==> src/inc/ecf_pkg.sv <==
`default_nettype none
package ecf_pkg;
    // Fan strategy codes
    localparam logic [7:0] FAN_TYPE_DUAL = 8'h06;
    localparam logic [7:0] FAN_TYPE_SINGLE = 8'h07;
    localparam logic [7:0] FAN_TYPE_NONE = 8'hFF;
    // Third switched output function codes
    localparam logic [7:0] SW_FUNC_NONE = 8'h00;
    localparam logic [7:0] SW_FUNC_FAN = 8'h11;
    // AC status input modes
    localparam logic [2:0] AC_MODE_OFF = 3'h0;
    localparam logic [2:0] AC_MODE_CLOSED = 3'h1;
    localparam logic [2:0] AC_MODE_OPEN = 3'h2;
    localparam logic [2:0] LIMIT_MODE_CLOSED = 3'h3;
    localparam logic [2:0] LIMIT_MODE_OPEN = 3'h4;

    // Register byte offsets
    localparam logic [7:0] REG_CFG_OFS = 8'h00;
    localparam logic [7:0] REG_SPEED_OFS = 8'h04;
    localparam logic [7:0] REG_HOLD_OFS = 8'h08;
    localparam logic [7:0] REG_STATUS_OFS = 8'h0C;

    // Field positions
    localparam int CFG_TYPE_LSB = 0;
    localparam int CFG_SW_LSB = 8;
    localparam int CFG_ACMODE_LSB = 16;
    localparam int CFG_ACSPDEN_BIT = 24;
    localparam int CFG_PTOEN_BIT = 25;
    localparam int CFG_ACAUTO_BIT = 26;
    localparam int CFG_NETEN_BIT = 27;
    localparam int CFG_FANSPDEN_BIT = 28;
    localparam int CFG_BRAKEEN_BIT = 29;
    localparam int SPD_AC_LSB = 0;
    localparam int SPD_FAN_LSB = 8;
    localparam int HOLD_FAN_LSB = 0;
    localparam int HOLD_AC_LSB = 16;

    // Values after reset
    localparam logic [2:0] AC_MODE_RST = AC_MODE_OPEN;
    localparam logic [7:0] AC_SPEED_RST = 8'h20;
    localparam logic [7:0] FAN_SPEED_RST = 8'h00;
    localparam logic [9:0] HOLD_FAN_RST = 10'h00A;
    localparam logic [9:0] HOLD_AC_RST = 10'h0B4;
    localparam logic ACAUTO_RST = 1'b1;

    // Time base
    localparam int CLK_PERIOD_NS = 100;
    localparam int SECOND_NS = 1_000_000_000;
    localparam int TICK_CYCLES = SECOND_NS / CLK_PERIOD_NS;
    localparam logic [9:0] MIN_RUN_S = 10'h01E;
    localparam logic [2:0] START_DELAY_S = 3'h5;
endpackage : ecf_pkg
`default_nettype wire

==> src/hw/ecf_pin_sync.sv <==
`timescale 1ns/1ps
`default_nettype none
module ecf_pin_sync #(
    parameter int WIDTH = 5
) (
    input wire logic clk_sys,
    input wire logic rst_n,
    input wire logic [WIDTH-1:0] pinIn,
    output logic [WIDTH-1:0] pinOut
);
    logic [WIDTH-1:0] s1_reg;
    logic [WIDTH-1:0] s2_reg;
    logic [WIDTH-1:0] s3_reg;
    logic [WIDTH-1:0] out_reg;
    logic [WIDTH-1:0] out_next;

    // A change counts only once stages two and three agree
    generate
        for (genvar i = 0; i < WIDTH; i++) begin : g_bit
            always_comb begin
                out_next[i] = (s2_reg[i] == s3_reg[i]) ? s3_reg[i] : out_reg[i];
            end
        end
    endgenerate

    always_ff @(posedge clk_sys or negedge rst_n) begin
        if (!rst_n) begin
            s1_reg <= '0;
            s2_reg <= '0;
            s3_reg <= '0;
            out_reg <= '0;
        end else begin
            s1_reg <= pinIn;
            s2_reg <= s1_reg;
            s3_reg <= s2_reg;
            out_reg <= out_next;
        end
    end

    assign pinOut = out_reg;
endmodule : ecf_pin_sync
`default_nettype wire

==> src/hw/ecf_hold_timer.sv <==
`timescale 1ns/1ps
`default_nettype none
module ecf_hold_timer (
    input wire logic clk_sys,
    input wire logic rst_n,
    input wire logic tick,
    input wire logic enable,
    input wire logic demand,
    input wire logic [9:0] holdSecs,
    output logic fanOn,
    output logic [9:0] secsOn
);
    logic on_reg;
    logic on_next;
    logic [9:0] secs_reg;
    logic [9:0] secs_next;

    always_comb begin
        on_next = on_reg;
        secs_next = secs_reg;
        if (!enable) begin
            on_next = 1'b0;
            secs_next = '0;
        end else if (!on_reg) begin
            on_next = demand;
            secs_next = '0;
        end else if (!demand && secs_reg >= holdSecs) begin
            on_next = 1'b0;
        end else if (tick && secs_reg != 10'h3FF) begin
            // Saturates so a long run never wraps under the hold limit
            secs_next = secs_reg + 10'h001;
        end
    end

    always_ff @(posedge clk_sys or negedge rst_n) begin
        if (!rst_n) begin
            on_reg <= 1'b0;
            secs_reg <= '0;
        end else begin
            on_reg <= on_next;
            secs_reg <= secs_next;
        end
    end

    assign fanOn = on_reg;
    assign secsOn = secs_reg;
endmodule : ecf_hold_timer
`default_nettype wire

==> src/hw/ecf_fan_ctrl.sv <==
// Contract
// [RQ1] Fan type 7 single output, 6 dual fans, 255 no fan control.
// [RQ2] Third switched output drives the fan only with function code 17.
// [RQ3] AC speed feature above threshold drops the AC minimum hold time.
// [RQ4] Fan speed feature ignores fan requests below the fan speed threshold.
// [RQ5] AC status input read per mode code 0 to 4, default 2.
// [RQ6] Power takeoff auto activation turns on fan 1, and fan 2 when dual.
// [RQ7] AC auto activation turns on fan 1 only, never fan 2.
// [RQ8] Dual mode has two outputs, open means on, each its own conditions.
// [RQ9] A fan once on runs at least 30 seconds.
// [RQ10] All fan outputs off until five seconds after engine start.
// [RQ11] Dual mode: override or engine brake turns on both fans.
// [RQ12] Fan 1 on for temperature, sensor fault, AC, brake, override, takeoff.
// [RQ13] Fan 2 on for temperature, brake, override, takeoff.
// [RQ14] Failed temperature sensor turns on both fans.
// [RQ15] Configured engine brake activation turns fans on at high brake level.
// [RQ16] Vehicle side grounds the override input to force fans on.
// [RQ17] General minimum on time default 10 s, AC minimum on time 180 s.
// [RQ18] Network fan request acts only when its enable is set.
//
// Added by the designer: the AHB-Lite slave port and the register addresses.
`timescale 1ns/1ps
`default_nettype none
module ecf_fan_ctrl #(
    parameter int TICK_CYCLES = ecf_pkg::TICK_CYCLES
) (
    input wire logic clk_sys,
    input wire logic rst_n,
    input wire logic hsel,
    input wire logic [31:0] haddr,
    input wire logic [1:0] htrans,
    input wire logic hwrite,
    input wire logic [2:0] hsize,
    input wire logic [31:0] hwdata,
    input wire logic hready,
    output logic [31:0] hrdata,
    output logic hreadyout,
    output logic hresp,
    input wire logic engineRunning,
    input wire logic acSwitchOpen,
    input wire logic overrideHigh_n,
    input wire logic brakeHigh,
    input wire logic powerTakeoffActive,
    input wire logic tempOverLimit,
    input wire logic tempSensorFault,
    input wire logic netFanRequest,
    input wire logic [7:0] roadSpeed,
    output logic fanCtl1Open,
    output logic fanCtl2Open,
    output logic thirdSwitchedOutputOpen
);
    logic [31:0] cfg_reg, cfg_next;
    logic [31:0] spd_reg, spd_next;
    logic [31:0] hold_reg, hold_next;
    logic [31:0] rdata_reg, rdata_next;
    logic wrPend_reg, wrPend_next;
    logic [7:0] wrAddr_reg, wrAddr_next;
    logic [31:0] tickCnt_reg, tickCnt_next;
    logic tick_reg, tick_next;
    logic [2:0] startCnt_reg, startCnt_next;
    logic acArm_reg, acArm_next;
    logic [4:0] pins;
    logic engOn, acOpen, ovrGnd, brkHi, takeoffOn;
    logic [7:0] fanType, swFunc, acThr, fanThr;
    logic [2:0] acMode;
    logic [9:0] holdFan, holdAc, hold1, hold2, secs1, secs2;
    logic startDone, isDual, isSingle, en1, en2, speedBlock, acSkip;
    logic acActive, limitActive, acReq, brakeReq, takeoffReq, netReq, common;
    logic dem1, dem2, fan1, fan2;
    logic addrPhase;

    function automatic logic [9:0] max10(input logic [9:0] a, input logic [9:0] b);
        max10 = (a > b) ? a : b;
    endfunction : max10

    ecf_pin_sync #(.WIDTH(5)) u_sync (
        .clk_sys(clk_sys),
        .rst_n(rst_n),
        .pinIn({engineRunning, acSwitchOpen, overrideHigh_n, brakeHigh, powerTakeoffActive}),
        .pinOut(pins)
    );
    assign {engOn, acOpen} = pins[4:3];
    assign ovrGnd = ~pins[2]; // RQ16
    assign brkHi = pins[1];
    assign takeoffOn = pins[0];

    assign fanType = cfg_reg[ecf_pkg::CFG_TYPE_LSB +: 8];
    assign swFunc = cfg_reg[ecf_pkg::CFG_SW_LSB +: 8];
    assign acMode = cfg_reg[ecf_pkg::CFG_ACMODE_LSB +: 3];
    assign acThr = spd_reg[ecf_pkg::SPD_AC_LSB +: 8];
    assign fanThr = spd_reg[ecf_pkg::SPD_FAN_LSB +: 8];
    assign holdFan = hold_reg[ecf_pkg::HOLD_FAN_LSB +: 10];
    assign holdAc = hold_reg[ecf_pkg::HOLD_AC_LSB +: 10];

    // Bus slave: zero wait states, write data lands one cycle after its address
    assign addrPhase = hsel && htrans[1] && hready;
    assign hreadyout = 1'b1;
    assign hresp = 1'b0;
    assign hrdata = rdata_reg;

    always_comb begin
        cfg_next = cfg_reg;
        spd_next = spd_reg;
        hold_next = hold_reg;
        wrPend_next = addrPhase && hwrite;
        wrAddr_next = addrPhase ? haddr[7:0] : wrAddr_reg;
        if (wrPend_reg) begin
            unique case (wrAddr_reg)
                ecf_pkg::REG_CFG_OFS: cfg_next = hwdata & 32'h3F07_FFFF;
                ecf_pkg::REG_SPEED_OFS: spd_next = hwdata & 32'h0000_FFFF;
                ecf_pkg::REG_HOLD_OFS: hold_next = hwdata & 32'h03FF_03FF;
                default: ;
            endcase
        end
        rdata_next = rdata_reg;
        // Reads see the value as updated by a write in its data phase
        if (addrPhase && !hwrite) begin
            unique case (haddr[7:0])
                ecf_pkg::REG_CFG_OFS: rdata_next = cfg_next;
                ecf_pkg::REG_SPEED_OFS: rdata_next = spd_next;
                ecf_pkg::REG_HOLD_OFS: rdata_next = hold_next;
                ecf_pkg::REG_STATUS_OFS: rdata_next = {20'h0_0000, limitActive, acActive,
                    startDone, acArm_reg, pins, thirdSwitchedOutputOpen, fan2, fan1};
                default: rdata_next = 32'h0000_0000;
            endcase
        end
    end

    // One second time base and start delay
    always_comb begin
        tick_next = 1'b0;
        tickCnt_next = tickCnt_reg + 32'h0000_0001;
        if (tickCnt_reg >= 32'(TICK_CYCLES - 1)) begin
            tickCnt_next = 32'h0000_0000;
            tick_next = 1'b1;
        end
        startCnt_next = startCnt_reg;
        if (!engOn) begin
            startCnt_next = 3'h0;
        end else if (tick_reg && !startDone) begin
            startCnt_next = startCnt_reg + 3'h1;
        end
    end
    assign startDone = (startCnt_reg == ecf_pkg::START_DELAY_S); // RQ10

    // Strategy and enables
    assign isDual = (fanType == ecf_pkg::FAN_TYPE_DUAL); // RQ1 RQ8
    assign isSingle = (fanType == ecf_pkg::FAN_TYPE_SINGLE); // RQ1
    assign en1 = startDone && (isDual || isSingle); // RQ10
    assign en2 = startDone && isDual; // RQ10

    // AC switch interpretation; limit modes never request the fan
    always_comb begin
        acActive = 1'b0;
        limitActive = 1'b0;
        unique case (acMode) // RQ5
            ecf_pkg::AC_MODE_CLOSED: acActive = ~acOpen;
            ecf_pkg::AC_MODE_OPEN: acActive = acOpen;
            ecf_pkg::LIMIT_MODE_CLOSED: limitActive = ~acOpen;
            ecf_pkg::LIMIT_MODE_OPEN: limitActive = acOpen;
            default: ;
        endcase
    end

    assign speedBlock = cfg_reg[ecf_pkg::CFG_FANSPDEN_BIT] && (roadSpeed < fanThr); // RQ4
    assign acSkip = cfg_reg[ecf_pkg::CFG_ACSPDEN_BIT] && (roadSpeed > acThr); // RQ3
    assign acReq = cfg_reg[ecf_pkg::CFG_ACAUTO_BIT] && acActive; // RQ7
    assign brakeReq = cfg_reg[ecf_pkg::CFG_BRAKEEN_BIT] && brkHi; // RQ15
    assign takeoffReq = cfg_reg[ecf_pkg::CFG_PTOEN_BIT] && takeoffOn; // RQ6
    assign netReq = cfg_reg[ecf_pkg::CFG_NETEN_BIT] && netFanRequest; // RQ18
    // Conditions shared by both outputs
    assign common = tempOverLimit || tempSensorFault || brakeReq || ovrGnd || takeoffReq; // RQ14 RQ11
    assign dem1 = !speedBlock && (common || acReq || netReq); // RQ12
    assign dem2 = !speedBlock && common; // RQ13 RQ7

    // Hold: fixed 30 s floor, general hold, AC hold unless road speed skips it
    assign hold2 = max10(ecf_pkg::MIN_RUN_S, holdFan); // RQ9 RQ17
    assign hold1 = acArm_reg ? max10(hold2, holdAc) : hold2; // RQ17 RQ3

    always_comb begin
        acArm_next = acArm_reg;
        if (!fan1 && !dem1) begin
            acArm_next = 1'b0;
        end else if (acReq && !acSkip && dem1) begin
            acArm_next = 1'b1;
        end
    end

    ecf_hold_timer u_fan1 (
        .clk_sys(clk_sys),
        .rst_n(rst_n),
        .tick(tick_reg),
        .enable(en1),
        .demand(dem1),
        .holdSecs(hold1),
        .fanOn(fan1),
        .secsOn(secs1)
    );

    ecf_hold_timer u_fan2 (
        .clk_sys(clk_sys),
        .rst_n(rst_n),
        .tick(tick_reg),
        .enable(en2),
        .demand(dem2),
        .holdSecs(hold2),
        .fanOn(fan2),
        .secsOn(secs2)
    );

    // High output means the sink is released, fan on
    assign fanCtl1Open = fan1; // RQ8
    assign fanCtl2Open = fan2; // RQ8
    assign thirdSwitchedOutputOpen = (swFunc == ecf_pkg::SW_FUNC_FAN) && fan1; // RQ2

    always_ff @(posedge clk_sys or negedge rst_n) begin
        if (!rst_n) begin
            cfg_reg <= {2'b00, 1'b0, 1'b0, 1'b0, ecf_pkg::ACAUTO_RST, 1'b0, 1'b0,
                5'h00, ecf_pkg::AC_MODE_RST, ecf_pkg::SW_FUNC_NONE, ecf_pkg::FAN_TYPE_NONE};
            spd_reg <= {16'h0000, ecf_pkg::FAN_SPEED_RST, ecf_pkg::AC_SPEED_RST};
            hold_reg <= {6'h00, ecf_pkg::HOLD_AC_RST, 6'h00, ecf_pkg::HOLD_FAN_RST};
            rdata_reg <= 32'h0000_0000;
            wrPend_reg <= 1'b0;
            wrAddr_reg <= 8'h00;
            tickCnt_reg <= 32'h0000_0000;
            tick_reg <= 1'b0;
            startCnt_reg <= 3'h0;
            acArm_reg <= 1'b0;
        end else begin
            cfg_reg <= cfg_next;
            spd_reg <= spd_next;
            hold_reg <= hold_next;
            rdata_reg <= rdata_next;
            wrPend_reg <= wrPend_next;
            wrAddr_reg <= wrAddr_next;
            tickCnt_reg <= tickCnt_next;
            tick_reg <= tick_next;
            startCnt_reg <= startCnt_next;
            acArm_reg <= acArm_next;
        end
    end
endmodule : ecf_fan_ctrl
`default_nettype wire

==> config.mk <==
export PLATFORM = sky130hd
export DESIGN_NAME = ecf_fan_ctrl
export DESIGN_NICKNAME = d
export VERILOG_FILES = /design/src/inc/ecf_pkg.sv /design/src/hw/ecf_pin_sync.sv /design/src/hw/ecf_hold_timer.sv /design/src/hw/ecf_fan_ctrl.sv
export SDC_FILE = /design/constraint.sdc
export NUM_CORES = 1
export LEC_CHECK = 0
export BUFFER_PORTS_ARGS = -buffer_cell sky130_fd_sc_hd__buf_2
export CORE_UTILIZATION = 58
export CTS_BUF_LIST = sky130_fd_sc_hd__clkbuf_16
export CTS_CLUSTER_DIAMETER = 30
export DETAILED_ROUTE_END_ITERATION = 6
export PLACE_DENSITY_LB_ADDON = 0.25
export REMOVE_ABC_BUFFERS = 1
export SYNTH_ARGS = -nofsm -noshare
export SYNTH_HDL_FRONTEND = slang
export SYNTH_SLANG_ARGS = --single-unit
==> constraint.sdc <==
create_clock -name clk_sys -period 4.48 [get_ports clk_sys]
set_clock_uncertainty 0.15 [all_clocks]
set_input_delay 0.896 -clock clk_sys [delete_from_list [all_inputs] [get_ports clk_sys]]
set_output_delay 0.896 -clock clk_sys [all_outputs]
set_load 0.01 [all_outputs]
# Yosys cells after proc, flatten, opt, wreduce, memory -nomap -nowiden
# Index checks and enable logic that the tools add are counted.
[totals]
ff_bits = 216
input_bits = 90
out_inout_bits = 37
[classes]
reduce_logical = 42
eq_ne = 25
magnitude_cmp = 7
n_mux = 32
bitwise_logic = 2
add_sub_neg = 4
[ops]
columns = ["op", "count"]
rows = [
  ["two-way mux 32 bit", 7],
  ["one-hot mux 32 bit (4 select lines)", 1],
  ["two-way mux 10 bit", 11],
  ["adder 32 x 1 -> 32 bit, second input constant", 1],
  ["equality test 8 x 3 -> 1 bit, second input constant", 4],
  [">= comparator 32 x 24 -> 1 bit, second input constant", 1],
  ["equality test 8 x 4 -> 1 bit, second input constant", 3],
  ["logical AND 1 bit", 23],
  ["adder 10 x 1 -> 10 bit, second input constant", 2],
  [">= comparator 10 bit", 2],
  ["!= test 10 bit, second input constant", 2],
  ["logical NOT 8 bit", 2],
  ["!= test 3 bit, second input constant", 4],
  ["> comparator 10 bit", 1],
  ["> comparator 5 x 10 -> 1 bit, first input constant", 1],
  ["two-way mux 1 bit", 9],
  ["equality test 8 x 5 -> 1 bit, second input constant", 1],
  ["> comparator 8 bit", 1],
  ["less-than comparator 8 bit", 1],
  ["logical NOT 1 bit", 7],
  ["logical OR 1 bit", 7],
  ["equality test 3 x 2 -> 1 bit, second input constant", 2],
  ["equality test 3 bit, second input constant", 2],
  ["two-way mux 3 bit", 2],
  ["other kinds (8)", 15],
]

# Logic depth before layout (Yosys ltp)
[depth]
ltp_word = 12
ltp_mapped = 23
mapped_depth_nobuf = 21

# Cells and area by module
# Synthesis repeated with hierarchy kept, for this count alone.
[hier_totals]
hier_cells = 954
hier_area_um2 = 10336.2
[modules_own_cells]
columns = ["module", "n_inst", "seq_area_each_um2", "cells_per_inst", "area_per_inst_um2"]
rows = [
  ["ecf_fan_ctrl", 1, 4375.4, 731, 8117.8],
  ["ecf_hold_timer", 2, 275.3, 99, 830.8],
  ["ecf_pin_sync", 1, 500.5, 25, 556.8],
]

# Worst setup path before layout
# Ideal clock, no wire load.
[synth_timing]
path_type = "reg2reg"
start = "register hold_reg[5]"
end = "register u_fan1.secs_reg[9] (netlist: u_fan1.secsOn[9])"
arrival_time_ns = 3.804
path_stages_with_launch = 23
setup_ns = 0.132
required_time_ns = 4.198
slack_ns = 0.394
cell_sequence = "dfrtp_1 -> inv_1 -> nand4_1 -> nor2_1 -> or2_2 -> ha_1 -> a21o_1 -> a21oi_1 -> nor2_1 -> a2111oi_0 -> o21a_1 -> o21ai_1 -> buf_2 -> mux2_1 -> ha_1 -> nand2b_1 -> nand3_1 -> a211oi_1 -> o32a_1 -> buf_6 -> nor3b_4 -> a31o_2 -> a21oi_1"
[synth_via]
elab_chain_len = 9
[synth_lines]
columns = ["element", "line_no", "text"]
rows = [
  ["from (decl)", "ecf_fan_ctrl.sv:54", "logic [31:0] hold_reg, hold_next;"],
  ["from (signal assigned)", "ecf_fan_ctrl.sv:221", "hold_reg <= {6'h00, ecf_pkg::HOLD_AC_RST, 6'h00, ecf_pkg::HOLD_FAN_RST};"],
  ["from (signal assigned)", "ecf_fan_ctrl.sv:232", "hold_reg <= hold_next;"],
  ["> comparator 5 x 10 -> 1 bit", "ecf_fan_ctrl.sv:73", "max10 = (a > b) ? a : b;"],
  ["two-way mux 10 bit *", "ecf_fan_ctrl.sv:73", ""],
  ["> comparator 10 bit", "ecf_fan_ctrl.sv:73", ""],
  ["two-way mux 10 bit", "ecf_fan_ctrl.sv:73", ""],
  ["two-way mux 10 bit *", "ecf_fan_ctrl.sv:178", "assign hold1 = acArm_reg ? max10(hold2, holdAc) : hold2;"],
  [">= comparator 10 bit *", "ecf_hold_timer.sv:27", "end else if (!demand && secs_reg >= holdSecs) begin"],
  ["logical AND 1 bit *", "ecf_hold_timer.sv:27", ""],
  ["!= test 3 bit (no line) *", "n/a", ""],
  ["AND reduction 2 bit (no line) *", "n/a", ""],
  ["to (signal assigned)", "ecf_hold_timer.sv:41", "secs_reg <= secs_next;"],
  ["to (decl)", "ecf_hold_timer.sv:15", "logic [9:0] secs_reg;"],
]
# Mark *: on every way between the ends. The rest lies on a longest branch, timed or not.
# A chain may end at the register's enable or synchronous reset.

# Worst setup path in the final report
# Ends and elaborated chain as after synthesis.

==> metrics.md <==
| Metric | Value |
|---|---|
| Synth cell types | 76 |
| RSZ-0062 raised after global routing | false |
| Starting Density | 59.40% |
| Longest Clk Path Bufs | 3 |
| Per-instance average area after synthesis | 11.35 µm² |
| I/O Buffers | 94 |
| Total gr overflow | 0 |
| Area of the core | between 15000 and 20000 µm² |
| Post-CTS Hold Buffers | 0 |
| Setup TNS | 0 ns |
| Synth area leader | dfrtp_1 |
| Global-route wire length before repair | ~39 mm |
| Final WL | 24.63 mm |
| Post-route ant nets | 0 |
| Initial antenna violation count | 0 |
| EDFF count, synth | 0 |
| Placement Cell Area | 11100 µm² |
| Lkg Pwr | approximately 6.0 nW |
| CP bufs+invs | 2 |
| Final period util | around 95% |
| CP max FO | 9 |
| GP Congestion | 0.8550 |
| WP data required | 4.70 ns |
| Crit-path slowest cell | o32a_4 |
| Hpwl dp | 15.65 mm |
| Mapped cell area | 10310 µm² |
| Max-slew headroom | about 23% |
| Vias post-DR | 7547 |
| Kind of end point of the critical path | register |
| Clock slew seen by the registers of the worst setup and hold paths | 0.06 ns |
| Fin. Hold Viols | 0 |
| GRT Overall Usage | ~28% |
| CP delay by family, top | compound AO/OA/AOI/OAI gates |
| Status | finished, final reports clean |
| Largest net degree at the start of global routing | 114 |
| Top FF cell, synth | dfrtp_1 |
| Root buffer cell | clkbuf_16 |
| Setup Crit Path Kind | reg2reg |
| Pwr/cell area | roughly 450 nW/µm² |
| Crit-path cells | inv_1 -> nand4_1 -> nor2_1 -> or2_2 -> ha_1 -> a21o_1 -> a21oi_1 -> nor2_1 -> a2111oi_2 -> o21a_1 -> o21ai_1 -> buf_4 -> mux2i_1 -> ha_1 -> a21oi_1 -> a21oi_1 -> o32a_4 -> nor3b_4 -> a31o_2 -> a21oi_1 |
| Max-cap violations | 0 |
| DRC | 0 |
| Fin nets | 1176 |
| Synth Register Bits | ~220 |
| Synth-to-Final Area Change | 21.71% |
| WL/cell | 19.03 µm |
| Synth top area share | 48.30% |
| Fin area | 12550 µm² |
| Sink Count | 216 |
| I/O pins | around 130 |
| Ys async rst share | 100.0% |
| Die width | 135.3 µm |
| TritonCTS buffer count | 42 |
| CP max stage delay | 0.45 ns |
| Synth Instances | 908 |
| Worst path most repeated cell | a21oi_1 |
| Height of the die | 135.3 µm |
| Final setup vio count | 0 |
| FMAX | between 200 and 250 MHz |
| Initial DRC count | 491 |
| Setup crit start kind | register |
| YS warnings | 0 |
| CTS tree | yes |
| Final slew viol count | 0 |
| Ant diodes | 0 |
| Core Rows | 48 |
| Post-route minimum period | 4.250 ns |
| Die area | 18310 µm² |
| HP Class | reg2reg |
| Worst vdd ir | 0.0003846 V |
| First-pass DRT Iterations | 4 |
| Share of layout cells above drive strength 1 | 27.03% |
| H-tree levels | 2 |
| Sequential fraction of the synthesis area | 52.63% |
| Clk_lat worst skew | 0.53 ns |
| Vias per cell | about 5.8 |
| Largest cells by area after synthesis | dfrtp_1 48%, ha_1 6.1%, mux2_2 4.6% |
| Worst Max-Slew Pin Slew | 1.146 ns |
| Vias in the first global route | 7603 |
| WP data arrival | about 4.5 ns |
==> timing repair <==
action                                  4_1_cts  5_1_grt
pin swaps                                     0        1
resized for setup                             1        5
cloned                                        0        1
setup buffers                                 0        1
endpoints found under the setup margin        1       10
==> final cells by class <==
cell class                 instances  area, µm²
sequential                       216       5426
timing repair buffer             116      670.6
inverter                          45      168.9
multi-input combinational        615       4589
fill                            1195       4808
clock buffer                      43       1076
tap                              225      281.5
clock inverter                    34      335.3
==> cells in the final DEF, fill, tap and decap left out, drive strengths merged, types with 17 or more instances in the layout <==
| master | n |
|---|---|
| clkbuf | 43 |
| buf | 116 |
| and3 | 17 |
| and2 | 35 |
| a21oi | 43 |
| nand2 | 51 |
| xor2 | 19 |
| xnor2 | 17 |
| inv | 60 |
| nor2 | 76 |
| ha | 50 |
| o21ai | 24 |
| mux2 | 70 |
| dfrtp | 199 |
| nand3 | 28 |
| dfstp | 17 |
==> routing by layer <==
| metal | vias to the layer above | track usage (%) | routed length (µm) |
|---|---|---|---|
| met2 | 233 | 44.02 | 11460 |
| met3 | 53 | 5.574 | 1496 |
| met5 | - | 0 | 0 |
| li1 | 3488 | - | - |
| met4 | 0 | 10.92 | 672 |
| met1 | 3773 | 38.55 | 11000 |
==> synthesized netlist by cell type (all sizes together), types with 3 or more instances <==
library cell	number
dfrtp	199
a21oi	43
and4	3
o21ai	24
a221oi	15
maj3	5
nand2	51
or2	6
nor3	13
nor2	76
nand4	11
o21a	5
a211oi	4
a2111o	4
clkbuf	21
mux2i	10
nor3b	8
mux2	70
a31oi	15
xor2	19
ha	50
o2111ai	3
a222oi	5
buf	20
a22oi	11
dfstp	17
nand2b	6
nand3	28
o211ai	3
xnor2	17
nor2b	10
and2	35
or3	4
inv	45
and3	17
a21o	4
==> metrics by stage <==
| step | power [mW] | worst slack (ns) | instances | util, % | hold WS [ns] |
|---|---|---|---|---|---|
| global placement | 2.545 | 0.1278 | 1215 | 63.93 | 0.1820 |
| detailed placement | 2.562 | 0.01546 | 1215 | 63.93 | 0.1847 |
| floorplan | 2.369 | 0.07875 | 875 | - | 0.1812 |
| CTS | 5.666 | 0.1041 | 1292 | 72.07 | 0.1941 |
| global route | 5.821 | 0.01544 | 1294 | 72.30 | 0.1983 |
| finish | 5.637 | 0.2301 | 1294 | 72.30 | 0.1925 |
==> kinds of logic (layout without fill, tap and decap cells) <==
logic type / after synthesis / in the layout / synth area share, %
AND/OR/NAND/NOR: 281 / 281 / 14.72
flip-flops: 216 / 216 / 52.63
AO/OA/AOI/OAI: 152 / 153 / 10.32
buffers and inverters: 86 / 238 / 3.665
multiplexers: 80 / 80 / 8.981
adder cells (fa/ha/maj): 55 / 55 / 6.553
XOR/XNOR: 36 / 36 / 3.058
other: 2 / 10 / 0.07284
==> where the power goes <==
group / internal (mW) / switching, mW / total (mW)
sequential: 2.07 / 0.0795 / 2.15
combinational: 0.178 / 0.220 / 0.399
clock: 2.05 / 1.04 / 3.09
==> worst paths after layout <==
kind / start / end / slack (ns) / cells past startpoint
min reg2reg: u_sync.s1_reg[3] / u_sync.s2_reg[3] / 0.19 / 0
min in group asynchronous: rst_n / tickCnt_reg[30] / 0.33 / 1
min: u_sync.s1_reg[3] / u_sync.s2_reg[3] / 0.19 / 0
max: hold_reg[5] / u_fan1.secsOn[9] / 0.23 / 20
max reg2reg: hold_reg[5] / u_fan1.secsOn[9] / 0.23 / 20
max in group asynchronous: rst_n / hold_reg[23] / 2.86 / 2
Note: power is estimated with default switching activity, not from simulation.
